File: src/logic/ppm_pkg.sv
// Port mux package: register map, reset values, fields and pin carriers.
// Assumes a 32-bit AXI4-Lite register bus with an 8-bit byte address.
package ppm_pkg;

  // ----------------------------------------------------------------
  // Register map (byte addresses)
  // ----------------------------------------------------------------
  localparam logic [7:0] OFS_P0_DIR = 8'h00;
  localparam logic [7:0] OFS_P0_PU = 8'h04;
  localparam logic [7:0] OFS_P0_LATCH = 8'h08;
  localparam logic [7:0] OFS_P0_PIN = 8'h0c;
  localparam logic [7:0] OFS_P0_CTRL = 8'h10;
  localparam logic [7:0] OFS_P1_DIR = 8'h14;
  localparam logic [7:0] OFS_P1_PU = 8'h18;
  localparam logic [7:0] OFS_P1_LATCH = 8'h1c;
  localparam logic [7:0] OFS_P1_PIN = 8'h20;
  localparam logic [7:0] OFS_P1_CTRL = 8'h24;
  localparam logic [7:0] OFS_P1_ANALOG = 8'h28;
  localparam logic [7:0] OFS_P2_ANALOG = 8'h2c;
  localparam logic [7:0] OFS_ALT_SW = 8'h30;
  localparam logic [7:0] OFS_P4_FUNC = 8'h34;
  localparam logic [7:0] OFS_EDGE = 8'h38;
  localparam logic [7:0] OFS_IRQ_STAT = 8'h3c;
  localparam logic [7:0] OFS_IRQ_MASK = 8'h40;

  // ----------------------------------------------------------------
  // Reset values
  // ----------------------------------------------------------------
  localparam logic [2:0] RST_P0_DIR = 3'h7;
  localparam logic [7:0] RST_P1_DIR = 8'hff;
  localparam logic [2:0] RST_P1_ANALOG = 3'h0;
  localparam logic [7:0] RST_P2_ANALOG = 8'hff;
  localparam logic [5:0] RST_EDGE = 6'h15;

  // ----------------------------------------------------------------
  // Field positions
  // ----------------------------------------------------------------
  localparam int unsigned NUM_IRQ = 3;
  localparam int unsigned IRQ_A = 0;
  localparam int unsigned IRQ_F = 1;
  localparam int unsigned IRQ_H = 2;
  localparam int unsigned P4F_RTC_EN = 0;
  localparam int unsigned P4F_RTC_RAW = 1;
  localparam int unsigned P4F_HZ_EN = 2;
  localparam int unsigned P4F_TRIM_EN = 3;
  localparam logic [1:0] RESP_OKAY = 2'h0;
  localparam logic [1:0] RESP_SLVERR = 2'h2;

  // ----------------------------------------------------------------
  // Types
  // ----------------------------------------------------------------
  typedef struct packed {
    logic out;
    logic oe;
    logic pull_up;
  } ppm_pad_s;

  typedef struct packed {
    logic drive;
    logic out;
    logic oe;
  } ppm_fn_s;

  typedef enum logic [1:0] {
    WS_IDLE = 2'b01,
    WS_RESP = 2'b10
  } ppm_wstate_e;

endpackage : ppm_pkg

File: src/logic/ppm_pin_cell.sv
// One digital pin: port latch or peripheral drive, direction, pull-up and
// analog disconnect. Purely combinational; the caller registers the pad.
// Assumes dir_in is 1 for input.
`timescale 1ns/1ps
`default_nettype none
module ppm_pin_cell
  import ppm_pkg::*;
(
  input wire logic dir_in,
  input wire logic pu,
  input wire logic latch,
  input wire logic ctrl,
  input wire logic analog,
  input wire ppm_fn_s fn,
  input wire logic pin_in,
  output ppm_pad_s pad,
  output logic din
);

  always_comb
  begin
    pad.out = latch;
    pad.oe = ~dir_in;
    if (ctrl && fn.drive)
    begin
      pad.out = fn.out;
      pad.oe = fn.oe;
    end
    // Analog pins must not fight the converter, so the buffer is released
    if (analog)
    begin
      pad.oe = 1'b0;
    end
    pad.pull_up = pu & ~pad.oe & ~analog;
    din = pin_in & ~analog;
  end

endmodule : ppm_pin_cell
`default_nettype wire

File: src/logic/ppm_edge_det.sv
// Valid-edge detector for one external interrupt input.
// Assumes the level is already synchronous to aclk.
`timescale 1ns/1ps
`default_nettype none
module ppm_edge_det
  import ppm_pkg::*;
(
  input wire logic aclk,
  input wire logic aresetn,
  input wire logic level,
  input wire logic rise_en,
  input wire logic fall_en,
  output logic event_pulse
);

  logic prev;

  // Follows the pin through reset too, so release shows no false edge
  always_ff @(posedge aclk)
  begin
    prev <= level;
  end

  always_ff @(posedge aclk)
  begin
    if (!aresetn)
    begin
      event_pulse <= 1'b0;
    end
    else
    begin
      event_pulse <= (rise_en & level & ~prev) | (fall_en & ~level & prev);
    end
  end

endmodule : ppm_edge_det
`default_nettype wire

File: src/logic/ppm_port_mux.sv
// Port 0/1 control and shared-pin routing, with the relocatable serial B pins.
// Assumes pins are sampled synchronously to aclk and peripherals sit on aclk.
//
// Functional notes
// - Port-0 pins: per-bit input/output direction
// - Port-0 pins: per-bit pull-up enable
// - Port-1 pins: per-bit input/output direction
// - Port-1 pins: per-bit pull-up enable
// - P10-P12 come up digital inputs
// - Interrupt inputs: rising, falling or both
// - Alt switch moves serial B pins
// - P00 feeds timer16 count and capture
// - P01 capture-B input or timer16 output
// - P42 outputs trimming clock
// - P40 RTC clock, P41 one-hertz clock while the alt switch is off
// - Serial A on P10, P11, P12
// - Async transmit P13, receive P14
// - H timers on P15/P16; P16 interrupt
// - P17 timer8a count in or output
// - Port-2 analog pins reset analog
`timescale 1ns/1ps
`default_nettype none
module ppm_port_mux
  import ppm_pkg::*;
(
  input wire logic aclk,
  input wire logic aresetn,
  input wire logic [7:0] s_axi_awaddr,
  input wire logic s_axi_awvalid,
  output logic s_axi_awready,
  input wire logic [31:0] s_axi_wdata,
  input wire logic [3:0] s_axi_wstrb,
  input wire logic s_axi_wvalid,
  output logic s_axi_wready,
  output logic [1:0] s_axi_bresp,
  output logic s_axi_bvalid,
  input wire logic s_axi_bready,
  input wire logic [7:0] s_axi_araddr,
  input wire logic s_axi_arvalid,
  output logic s_axi_arready,
  output logic [31:0] s_axi_rdata,
  output logic [1:0] s_axi_rresp,
  output logic s_axi_rvalid,
  input wire logic s_axi_rready,
  input wire logic [2:0] p0_in,
  output ppm_pad_s [2:0] p0_pad,
  input wire logic [7:0] p1_in,
  output ppm_pad_s [7:0] p1_pad,
  input wire logic [2:0] p4_in,
  output ppm_pad_s [2:0] p4_pad,
  input wire logic [2:0] p6_in,
  output ppm_pad_s [2:0] p6_pad,
  input wire logic p120_in,
  output ppm_pad_s p120_pad,
  input wire logic timer16_out,
  output logic timer16_count_capture_in,
  output logic timer16_capture_b_in,
  input wire logic timer8a_out,
  output logic timer8a_count_in,
  input wire logic htimer_a_out,
  input wire logic htimer_b_out,
  input wire ppm_fn_s sync_serial_a_clk_fn,
  output logic sync_serial_a_clk_in,
  output logic sync_serial_a_din,
  input wire logic sync_serial_a_dout,
  input wire ppm_fn_s sync_serial_b_clk_fn,
  output logic sync_serial_b_clk_in,
  output logic sync_serial_b_din,
  input wire ppm_fn_s sync_serial_b_dout_fn,
  output logic sync_serial_b_select,
  input wire logic async_tx_out,
  output logic async_rx_in,
  input wire logic rtc_divided_clk_out,
  input wire logic rtc_raw_osc_out,
  input wire logic rtc_second_clk_out,
  input wire logic trim_clock_out,
  output logic [2:0] analog_in_sel,
  output logic [7:0] port2_analog_mode,
  output logic [2:0] ext_irq_event,
  output logic irq
);

  // ----------------------------------------------------------------
  // Registers
  // ----------------------------------------------------------------
  logic [2:0] port0_direction_reg;
  logic [2:0] port0_pullup_reg;
  logic [2:0] port0_latch;
  logic [2:0] port0_ctrl;
  logic [7:0] port1_direction_reg;
  logic [7:0] port1_pullup_reg;
  logic [7:0] port1_latch;
  logic [7:0] port1_ctrl;
  logic alt_switch_ctrl;
  logic [3:0] port4_func;
  logic [5:0] edge_sel;
  logic [2:0] irq_stat;
  logic [2:0] irq_mask;
  logic [2:0] p0_din;
  logic [7:0] p1_din;
  logic [2:0] irq_level;
  logic [2:0] irq_pulse;
  ppm_pad_s [2:0] next_p0_pad;
  ppm_pad_s [7:0] next_p1_pad;
  ppm_fn_s [2:0] p0_fn;
  ppm_fn_s [7:0] p1_fn;

  // ----------------------------------------------------------------
  // Address decode
  // ----------------------------------------------------------------
  function automatic logic hit(input logic [7:0] a, input logic [7:0] ofs);
    hit = (a[7:2] == ofs[7:2]);
  endfunction : hit

  function automatic logic mapped(input logic [7:0] a);
    mapped = (a[7:2] <= OFS_IRQ_MASK[7:2]);
  endfunction : mapped

  // ----------------------------------------------------------------
  // AXI4-Lite write channel
  // ----------------------------------------------------------------
  ppm_wstate_e wstate;
  logic aw_hold;
  logic w_hold;
  logic [7:0] aw_addr;
  logic [7:0] w_byte;
  logic w_lane0;
  logic wr_fire;

  assign s_axi_awready = (wstate == WS_IDLE) && !aw_hold;
  assign s_axi_wready = (wstate == WS_IDLE) && !w_hold;
  assign s_axi_bvalid = (wstate == WS_RESP);
  assign wr_fire = (wstate == WS_IDLE) && aw_hold && w_hold;

  always_ff @(posedge aclk)
  begin
    if (!aresetn)
    begin
      aw_hold <= 1'b0;
      w_hold <= 1'b0;
      aw_addr <= 8'h00;
      w_byte <= 8'h00;
      w_lane0 <= 1'b0;
    end
    else
    begin
      if (s_axi_awvalid && s_axi_awready)
      begin
        aw_hold <= 1'b1;
        aw_addr <= s_axi_awaddr;
      end
      else if (wr_fire)
      begin
        aw_hold <= 1'b0;
      end
      if (s_axi_wvalid && s_axi_wready)
      begin
        w_hold <= 1'b1;
        w_byte <= s_axi_wdata[7:0];
        w_lane0 <= s_axi_wstrb[0];
      end
      else if (wr_fire)
      begin
        w_hold <= 1'b0;
      end
    end
  end

  always_ff @(posedge aclk)
  begin
    if (!aresetn)
    begin
      wstate <= WS_IDLE;
      s_axi_bresp <= RESP_OKAY;
    end
    else
    begin
      unique case (wstate)
        WS_IDLE:
        begin
          if (wr_fire)
          begin
            wstate <= WS_RESP;
            s_axi_bresp <= mapped(aw_addr) ? RESP_OKAY : RESP_SLVERR;
          end
        end
        WS_RESP:
        begin
          if (s_axi_bready)
          begin
            wstate <= WS_IDLE;
          end
        end
        default:
        begin
          wstate <= WS_IDLE;
        end
      endcase
    end
  end

  // ----------------------------------------------------------------
  // Control registers
  // ----------------------------------------------------------------
  logic wr_en;

  assign wr_en = wr_fire && w_lane0;

  always_ff @(posedge aclk)
  begin
    if (!aresetn)
    begin
      port0_direction_reg <= RST_P0_DIR;
      port0_pullup_reg <= 3'h0;
      port1_direction_reg <= RST_P1_DIR;
      port1_pullup_reg <= 8'h00;
      port0_latch <= 3'h0;
      port0_ctrl <= 3'h0;
      port1_latch <= 8'h00;
      port1_ctrl <= 8'h00;
      analog_in_sel <= RST_P1_ANALOG;
      port2_analog_mode <= RST_P2_ANALOG;
      alt_switch_ctrl <= 1'b0;
      port4_func <= 4'h0;
      edge_sel <= RST_EDGE;
      irq_mask <= 3'h0;
    end
    else if (wr_en)
    begin
      if (hit(aw_addr, OFS_P0_DIR)) port0_direction_reg <= w_byte[2:0];
      if (hit(aw_addr, OFS_P0_PU)) port0_pullup_reg <= w_byte[2:0];
      if (hit(aw_addr, OFS_P1_DIR)) port1_direction_reg <= w_byte;
      if (hit(aw_addr, OFS_P1_PU)) port1_pullup_reg <= w_byte;
      if (hit(aw_addr, OFS_P0_LATCH)) port0_latch <= w_byte[2:0];
      if (hit(aw_addr, OFS_P0_CTRL)) port0_ctrl <= w_byte[2:0];
      if (hit(aw_addr, OFS_P1_LATCH)) port1_latch <= w_byte;
      if (hit(aw_addr, OFS_P1_CTRL)) port1_ctrl <= w_byte;
      if (hit(aw_addr, OFS_P1_ANALOG)) analog_in_sel <= w_byte[2:0];
      if (hit(aw_addr, OFS_P2_ANALOG)) port2_analog_mode <= w_byte;
      if (hit(aw_addr, OFS_ALT_SW)) alt_switch_ctrl <= w_byte[0];
      if (hit(aw_addr, OFS_P4_FUNC)) port4_func <= w_byte[3:0];
      if (hit(aw_addr, OFS_EDGE)) edge_sel <= w_byte[5:0];
      if (hit(aw_addr, OFS_IRQ_MASK)) irq_mask <= w_byte[2:0];
    end
  end

  // ----------------------------------------------------------------
  // Interrupt status
  // ----------------------------------------------------------------
  logic [2:0] irq_clr;

  assign irq_clr = (wr_en && hit(aw_addr, OFS_IRQ_STAT)) ? w_byte[2:0] : 3'h0;

  // An edge in the clearing cycle is kept: set wins over clear
  always_ff @(posedge aclk)
  begin
    if (!aresetn)
    begin
      irq_stat <= 3'h0;
      irq <= 1'b0;
    end
    else
    begin
      irq_stat <= (irq_stat & ~irq_clr) | irq_pulse;
      irq <= |(((irq_stat & ~irq_clr) | irq_pulse) & irq_mask);
    end
  end

  assign ext_irq_event = irq_pulse;

  // ----------------------------------------------------------------
  // AXI4-Lite read channel
  // ----------------------------------------------------------------
  logic [7:0] rd_byte;

  always_comb
  begin
    rd_byte = 8'h00;
    if (hit(s_axi_araddr, OFS_P0_DIR)) rd_byte = {5'h00, port0_direction_reg};
    if (hit(s_axi_araddr, OFS_P0_PU)) rd_byte = {5'h00, port0_pullup_reg};
    if (hit(s_axi_araddr, OFS_P0_LATCH)) rd_byte = {5'h00, port0_latch};
    if (hit(s_axi_araddr, OFS_P0_PIN)) rd_byte = {5'h00, p0_din};
    if (hit(s_axi_araddr, OFS_P0_CTRL)) rd_byte = {5'h00, port0_ctrl};
    if (hit(s_axi_araddr, OFS_P1_DIR)) rd_byte = port1_direction_reg;
    if (hit(s_axi_araddr, OFS_P1_PU)) rd_byte = port1_pullup_reg;
    if (hit(s_axi_araddr, OFS_P1_LATCH)) rd_byte = port1_latch;
    if (hit(s_axi_araddr, OFS_P1_PIN)) rd_byte = p1_din;
    if (hit(s_axi_araddr, OFS_P1_CTRL)) rd_byte = port1_ctrl;
    if (hit(s_axi_araddr, OFS_P1_ANALOG)) rd_byte = {5'h00, analog_in_sel};
    if (hit(s_axi_araddr, OFS_P2_ANALOG)) rd_byte = port2_analog_mode;
    if (hit(s_axi_araddr, OFS_ALT_SW)) rd_byte = {7'h00, alt_switch_ctrl};
    if (hit(s_axi_araddr, OFS_P4_FUNC)) rd_byte = {4'h0, port4_func};
    if (hit(s_axi_araddr, OFS_EDGE)) rd_byte = {2'h0, edge_sel};
    if (hit(s_axi_araddr, OFS_IRQ_STAT)) rd_byte = {5'h00, irq_stat};
    if (hit(s_axi_araddr, OFS_IRQ_MASK)) rd_byte = {5'h00, irq_mask};
  end

  assign s_axi_arready = !s_axi_rvalid;

  always_ff @(posedge aclk)
  begin
    if (!aresetn)
    begin
      s_axi_rvalid <= 1'b0;
      s_axi_rdata <= 32'h0000_0000;
      s_axi_rresp <= RESP_OKAY;
    end
    else if (s_axi_arvalid && s_axi_arready)
    begin
      s_axi_rvalid <= 1'b1;
      s_axi_rdata <= {24'h00_0000, rd_byte};
      s_axi_rresp <= mapped(s_axi_araddr) ? RESP_OKAY : RESP_SLVERR;
    end
    else if (s_axi_rready)
    begin
      s_axi_rvalid <= 1'b0;
    end
  end

  // ----------------------------------------------------------------
  // Peripheral drive requests for ports 0 and 1
  // ----------------------------------------------------------------
  always_comb
  begin
    p0_fn = '0;
    p1_fn = '0;
    // output only while P01 is an output
    p0_fn[1] = '{drive: ~port0_direction_reg[1], out: timer16_out, oe: 1'b1};
    p1_fn[0] = sync_serial_a_clk_fn;
    p1_fn[2] = '{drive: 1'b1, out: sync_serial_a_dout, oe: 1'b1};
    p1_fn[3] = '{drive: 1'b1, out: async_tx_out, oe: 1'b1};
    p1_fn[5] = '{drive: 1'b1, out: htimer_a_out, oe: 1'b1};
    p1_fn[6] = '{drive: ~port1_direction_reg[6], out: htimer_b_out, oe: 1'b1};
    // output only while P17 is an output
    p1_fn[7] = '{drive: ~port1_direction_reg[7], out: timer8a_out, oe: 1'b1};
  end

  // ----------------------------------------------------------------
  // Pin cells
  // ----------------------------------------------------------------
  genvar gi;
  generate
    for (gi = 0; gi < 3; gi++)
    begin : g_p0
      ppm_pin_cell u_cell (
        .dir_in(port0_direction_reg[gi]),
        .pu(port0_pullup_reg[gi]),
        .latch(port0_latch[gi]),
        .ctrl(port0_ctrl[gi]),
        .analog(1'b0),
        .fn(p0_fn[gi]),
        .pin_in(p0_in[gi]),
        .pad(next_p0_pad[gi]),
        .din(p0_din[gi])
      );
    end
    for (gi = 0; gi < 8; gi++)
    begin : g_p1
      ppm_pin_cell u_cell (
        .dir_in(port1_direction_reg[gi]),
        .pu(port1_pullup_reg[gi]),
        .latch(port1_latch[gi]),
        .ctrl(port1_ctrl[gi]),
        .analog((gi < 3) && analog_in_sel[gi % 3]),
        .fn(p1_fn[gi]),
        .pin_in(p1_in[gi]),
        .pad(next_p1_pad[gi]),
        .din(p1_din[gi])
      );
    end
  endgenerate

  // ----------------------------------------------------------------
  // Registered pads and peripheral inputs
  // ----------------------------------------------------------------
  // One cycle of latency on every pad keeps glitches off the board
  always_ff @(posedge aclk)
  begin
    if (!aresetn)
    begin
      p0_pad <= '0;
      p1_pad <= '0;
    end
    else
    begin
      p0_pad <= next_p0_pad;
      p1_pad <= next_p1_pad;
    end
  end

  always_ff @(posedge aclk)
  begin
    if (!aresetn)
    begin
      timer16_count_capture_in <= 1'b0;
      timer16_capture_b_in <= 1'b0;
      timer8a_count_in <= 1'b0;
      sync_serial_a_clk_in <= 1'b0;
      sync_serial_a_din <= 1'b0;
      async_rx_in <= 1'b0;
    end
    else
    begin
      timer16_count_capture_in <= port0_ctrl[0] & p0_din[0];
      // capture-B input while P01 is input
      timer16_capture_b_in <= port0_ctrl[1] & port0_direction_reg[1] & p0_din[1];
      // count input while P17 is input
      timer8a_count_in <= port1_ctrl[7] & port1_direction_reg[7] & p1_din[7];
      // serial A clock and data in
      sync_serial_a_clk_in <= port1_ctrl[0] & p1_din[0];
      sync_serial_a_din <= port1_ctrl[1] & p1_din[1];
      async_rx_in <= port1_ctrl[4] & p1_din[4];
    end
  end

  // ----------------------------------------------------------------
  // Ports 4, 6, 12: relocatable serial B and clock outputs
  // ----------------------------------------------------------------
  ppm_pad_s sb_clk_pad;
  ppm_pad_s sb_dout_pad;

  assign sb_clk_pad = {sync_serial_b_clk_fn.out,
                       sync_serial_b_clk_fn.drive & sync_serial_b_clk_fn.oe, 1'b0};
  assign sb_dout_pad = {sync_serial_b_dout_fn.out,
                        sync_serial_b_dout_fn.drive & sync_serial_b_dout_fn.oe, 1'b0};

  always_ff @(posedge aclk)
  begin
    if (!aresetn)
    begin
      p4_pad <= '0;
      p6_pad <= '0;
      p120_pad <= '0;
      sync_serial_b_clk_in <= 1'b0;
      sync_serial_b_din <= 1'b0;
      sync_serial_b_select <= 1'b0;
    end
    else
    begin
      p4_pad <= '0;
      p6_pad <= '0;
      p120_pad <= '0;
      // alt switch picks serial B pins
      if (alt_switch_ctrl)
      begin
        p4_pad[0] <= sb_clk_pad;
        p120_pad <= sb_dout_pad;
        sync_serial_b_clk_in <= p4_in[0];
        sync_serial_b_din <= p4_in[1];
      end
      else
      begin
        p6_pad[0] <= sb_clk_pad;
        p6_pad[2] <= sb_dout_pad;
        sync_serial_b_clk_in <= p6_in[0];
        sync_serial_b_din <= p6_in[1];
        // RTC clocks only while P40/P41 are free
        p4_pad[0] <= '{out: port4_func[P4F_RTC_RAW] ? rtc_raw_osc_out : rtc_divided_clk_out,
                       oe: port4_func[P4F_RTC_EN],
                       pull_up: 1'b0};
        p4_pad[1] <= '{out: rtc_second_clk_out, oe: port4_func[P4F_HZ_EN], pull_up: 1'b0};
      end
      p4_pad[2] <= '{out: trim_clock_out, oe: port4_func[P4F_TRIM_EN], pull_up: 1'b0};
      // Chip select shares P42, so it reads low while the clock is driven
      sync_serial_b_select <= p4_in[2] & ~port4_func[P4F_TRIM_EN];
    end
  end

  // ----------------------------------------------------------------
  // External interrupt edge detection
  // ----------------------------------------------------------------
  always_comb
  begin
    irq_level[IRQ_A] = p120_in;
    irq_level[IRQ_F] = port1_ctrl[6] & p1_din[6];
    irq_level[IRQ_H] = port0_ctrl[2] & p0_din[2];
  end

  generate
    for (gi = 0; gi < NUM_IRQ; gi++)
    begin : g_irq
      ppm_edge_det u_edge (
        .aclk(aclk),
        .aresetn(aresetn),
        .level(irq_level[gi]),
        .rise_en(edge_sel[2 * gi]),
        .fall_en(edge_sel[2 * gi + 1]),
        .event_pulse(irq_pulse[gi])
      );
    end
  endgenerate

endmodule : ppm_port_mux
`default_nettype wire

File: config.mk
export PLATFORM = sky130hd
export DESIGN_NAME = ppm_port_mux
export DESIGN_NICKNAME = d
export VERILOG_FILES = /design/src/logic/ppm_pkg.sv /design/src/logic/ppm_pin_cell.sv /design/src/logic/ppm_edge_det.sv /design/src/logic/ppm_port_mux.sv
export SDC_FILE = /design/constraint.sdc
export NUM_CORES = 1
export LEC_CHECK = 0
export CAP_MARGIN = 15
export CORE_UTILIZATION = 50
export DETAILED_ROUTE_END_ITERATION = 10
export DONT_BUFFER_PORTS = 1
export HOLD_SLACK_MARGIN = 0.05
export PLACE_DENSITY = 0.73
export SYNTH_ARGS = -nofsm -noshare
export SYNTH_HDL_FRONTEND = slang
export SYNTH_SLANG_ARGS = --single-unit
File: constraint.sdc
create_clock -name aclk -period 2.5 [get_ports aclk]
set_clock_uncertainty 0.15 [all_clocks]
set_input_delay 0.75 -clock aclk [delete_from_list [all_inputs] [get_ports aclk]]
set_output_delay 0.75 -clock aclk [all_outputs]
set_load 0.1 [all_outputs]
==> out/results.txt <==
status - complete, no violations
Logic pwr share - 0.123
die height - 120 um
Pleak - 0.00343 uW
1st-iter DRT viols - 522
initial antenna violation count - 0
Max Fclk - 444 MHz
R2R setup slack - 0.29 ns
n_diodes - 0
Die Wd - 120 um
post-synthesis sequential area ratio - 0.469
Ports - 215
placed wire-length estimate after detailed placement - 13700 um
post-synthesis average cell area - 9.00 um2
R2R depth - 5
Hold Vio Cnt, Final - 0
Slew @ Worst Pin - 0.621 ns
first drt pass iteration count - 5
overall power - 5890 uW
final wirelength - 19100 um
IR drop worst, VDD - 0.000419 V
Clock Latency Late Sink - 0.43 ns
period utilization - 0.901
Rel. slew slack - 0.583
R2R Path Start - aw_hold$_SDFFE_PN0P_
layout cells sized above 1 - 0.205
postcts setup bufs - 0
top cells by area, synth - dfxtp_1, mux2i_1, buf_4
cell area power density - 724 mW/mm2
number of global-route vias before repair - 5360
first-pass GRT wire length - 29200 um
pin count of the biggest net entering global routing - 103
Setup Total Neg Slack - 0 ns
crit path max fanout - 4
global placer's final weighted congestion - 0.886
DR vias/cell - 5.69
Max Root-Sink Buffers - 2
arrival time at the worst endpoint - 1.35 ns
Slew Viols, Final - 0
worst hold path type - primary input to flop
internal power - 4200 uW
Clock power frac - 0.422
starting density of the core - 0.519
Via Count - 5849
Synth async-reset ratio - 0
die area - 0.0144 mm2
Root Driver - clkbuf_16
max reg flops - 24
Yosys reg bits - 163
switching share of total power - 0.286
RSZ-0062 raised after global routing - no
post-route ant nets - 0
cts hold-fix bufs - 0
Largest Register - p1_pad
Yosys cell types - 68
CTS sink count - 163
total congestion overflow - 0
worst path required time - 1.60 ns
top_reg_cell synth - dfxtp_1
element type at the critical path end - primary output
Max-cap violations - 0
Final #Nets - 935
minimum clock period - 2.25 ns
sequential share of power - 0.455
crit path launch type - flop
TritonCTS clock tree - yes
count of flip-flops with a built-in enable after synthesis - 0
Clk pin slew, worst setup/hold paths - 0.06 ns
CTS buffer count - 17
final setup fails - 0
wire length per cell after detailed routing - 18.6 um
Yosys warnings - 0
type of the worst setup path - flop to primary output
biggest regs - p1_pad: 24 flops, p0_pad: 9 flops
Row Count - 42
H-tree depth - 4
Core Region - 0.0134 mm2
worst reg2reg endpoint - port1_pullup_reg[6]$_SDFFE_PN0P_
source of the critical timing path - wstate[1]$_SDFFE_PN0P_
cell taking the most area after synthesis - dfxtp_1
CTS resizes - 0
Total Routing Usage GR - 0.268
share of the synthesized area in the top cell type - 0.469
buffers added on ports - 0
synthesized area - 0.00696 mm2
CP Capture Point - s_axi_awready
Mapped Cells - 773
P_sw - 1680 uW
Layout area overhead - 16.8%
Post-route DRC - 0
power groups by stage:
stage	Sequential [uW]	Clock (uW)	Combinational, uW
floorplan	2860	0	567
global placement	2730	0	718
CTS	2680	2500	725
detailed placement	2740	0	723
global route	2680	2620	756
finish	2680	2480	726
synth_stat cells (all sizes together), types with 7 or more instances:
library cell and count:
nand2 82, nand3b 7, nor3 14, and3 19, buf 63, nor2 61, a31oi 8, nand3 40
dfxtp 163, mux2i 52, clkbuf 30, mux2 11, nor2b 11, a21oi 35, inv 16, o21ai 61
and2 11, a22oi 8, nand2b 7
stage by stage:
step                 util  area (um2)  std cells  hold WS [ns]  setup WS (ns)
finish              0.606        8130       1028         0.196          0.248
global route        0.606        8130       1028         0.176          0.181
detailed placement  0.564        7560        996         0.302          0.138
floorplan               -        7100        807         0.253          0.140
CTS                 0.606        8130       1028         0.183          0.230
global placement    0.564        7560        996         0.292          0.101
how the worst min path moves through the flow:
stage	from	to	depth (start not counted)
after floorplan	port4_func[3]$_SDFFE_PN0P_	sync_serial_b_select$_SDFF_PN0_	1
after global routing	p120_in	g_irq[0].u_edge.prev$_DFF_P_	0
final	p120_in	g_irq[0].u_edge.prev$_DFF_P_	0
after CTS	p120_in	g_irq[0].u_edge.prev$_DFF_P_	0
after detailed placement	port0_direction_reg[0]$_SDFFE_PN1P_	p0_pad[1]$_SDFF_PN0_	1
after global placement	port0_direction_reg[0]$_SDFFE_PN1P_	p0_pad[1]$_SDFF_PN0_	1
logic make-up after synthesis:
kind of cell | after synthesis | synth area share
other cells | 1 | 0.000539
buf+inv | 110 | 0.0902
flops | 163 | 0.469
mux | 63 | 0.0926
compound gates | 152 | 0.137
simple gates | 284 | 0.211
final cells by class:
cell class / instances / area, um2
fillers: 1159 / 5270
repair buffers: 106 / 808
clock buffers: 20 / 457
well taps: 176 / 220
clock inverters: 12 / 109
multi-input cells: 534 / 3200
flip-flops and latches: 163 / 3260
inverters: 17 / 63.8
layout by cell type, fill, tap and decap left out, types with 8 or more instances in the layout:
cell type and instances:
a21oi_1 35, a22oi_1 8, a31oi_1 8, and2_1 11, and3_1 19, buf_4 105, clkbuf_16 17, conb_1 35
dfxtp_1 162, inv_1 15, mux2_2 11, mux2i_1 52, nand2_1 82, nand3_1 38, nor2_1 58, nor2b_1 10
nor3_1 13, o21ai_0 53, o21ai_2 8
routing by layer:
metal  global-route usage  vias to the layer above  wire (um)
li1                     -                     2763          -
met2                0.428                      250       9070
met5                    0                        -          0
met3               0.0656                       31       1620
met1                0.345                     2805       8020
met4                0.109                        0        359
worst max-delay path, cell delays in order (launching register included):
cell and delay, ns:
dfxtp_1 0.32, nand2b_1 0.19, nor2_2 0.12, buf_4 0.30
Note: power is estimated with default switching activity, not from simulation.
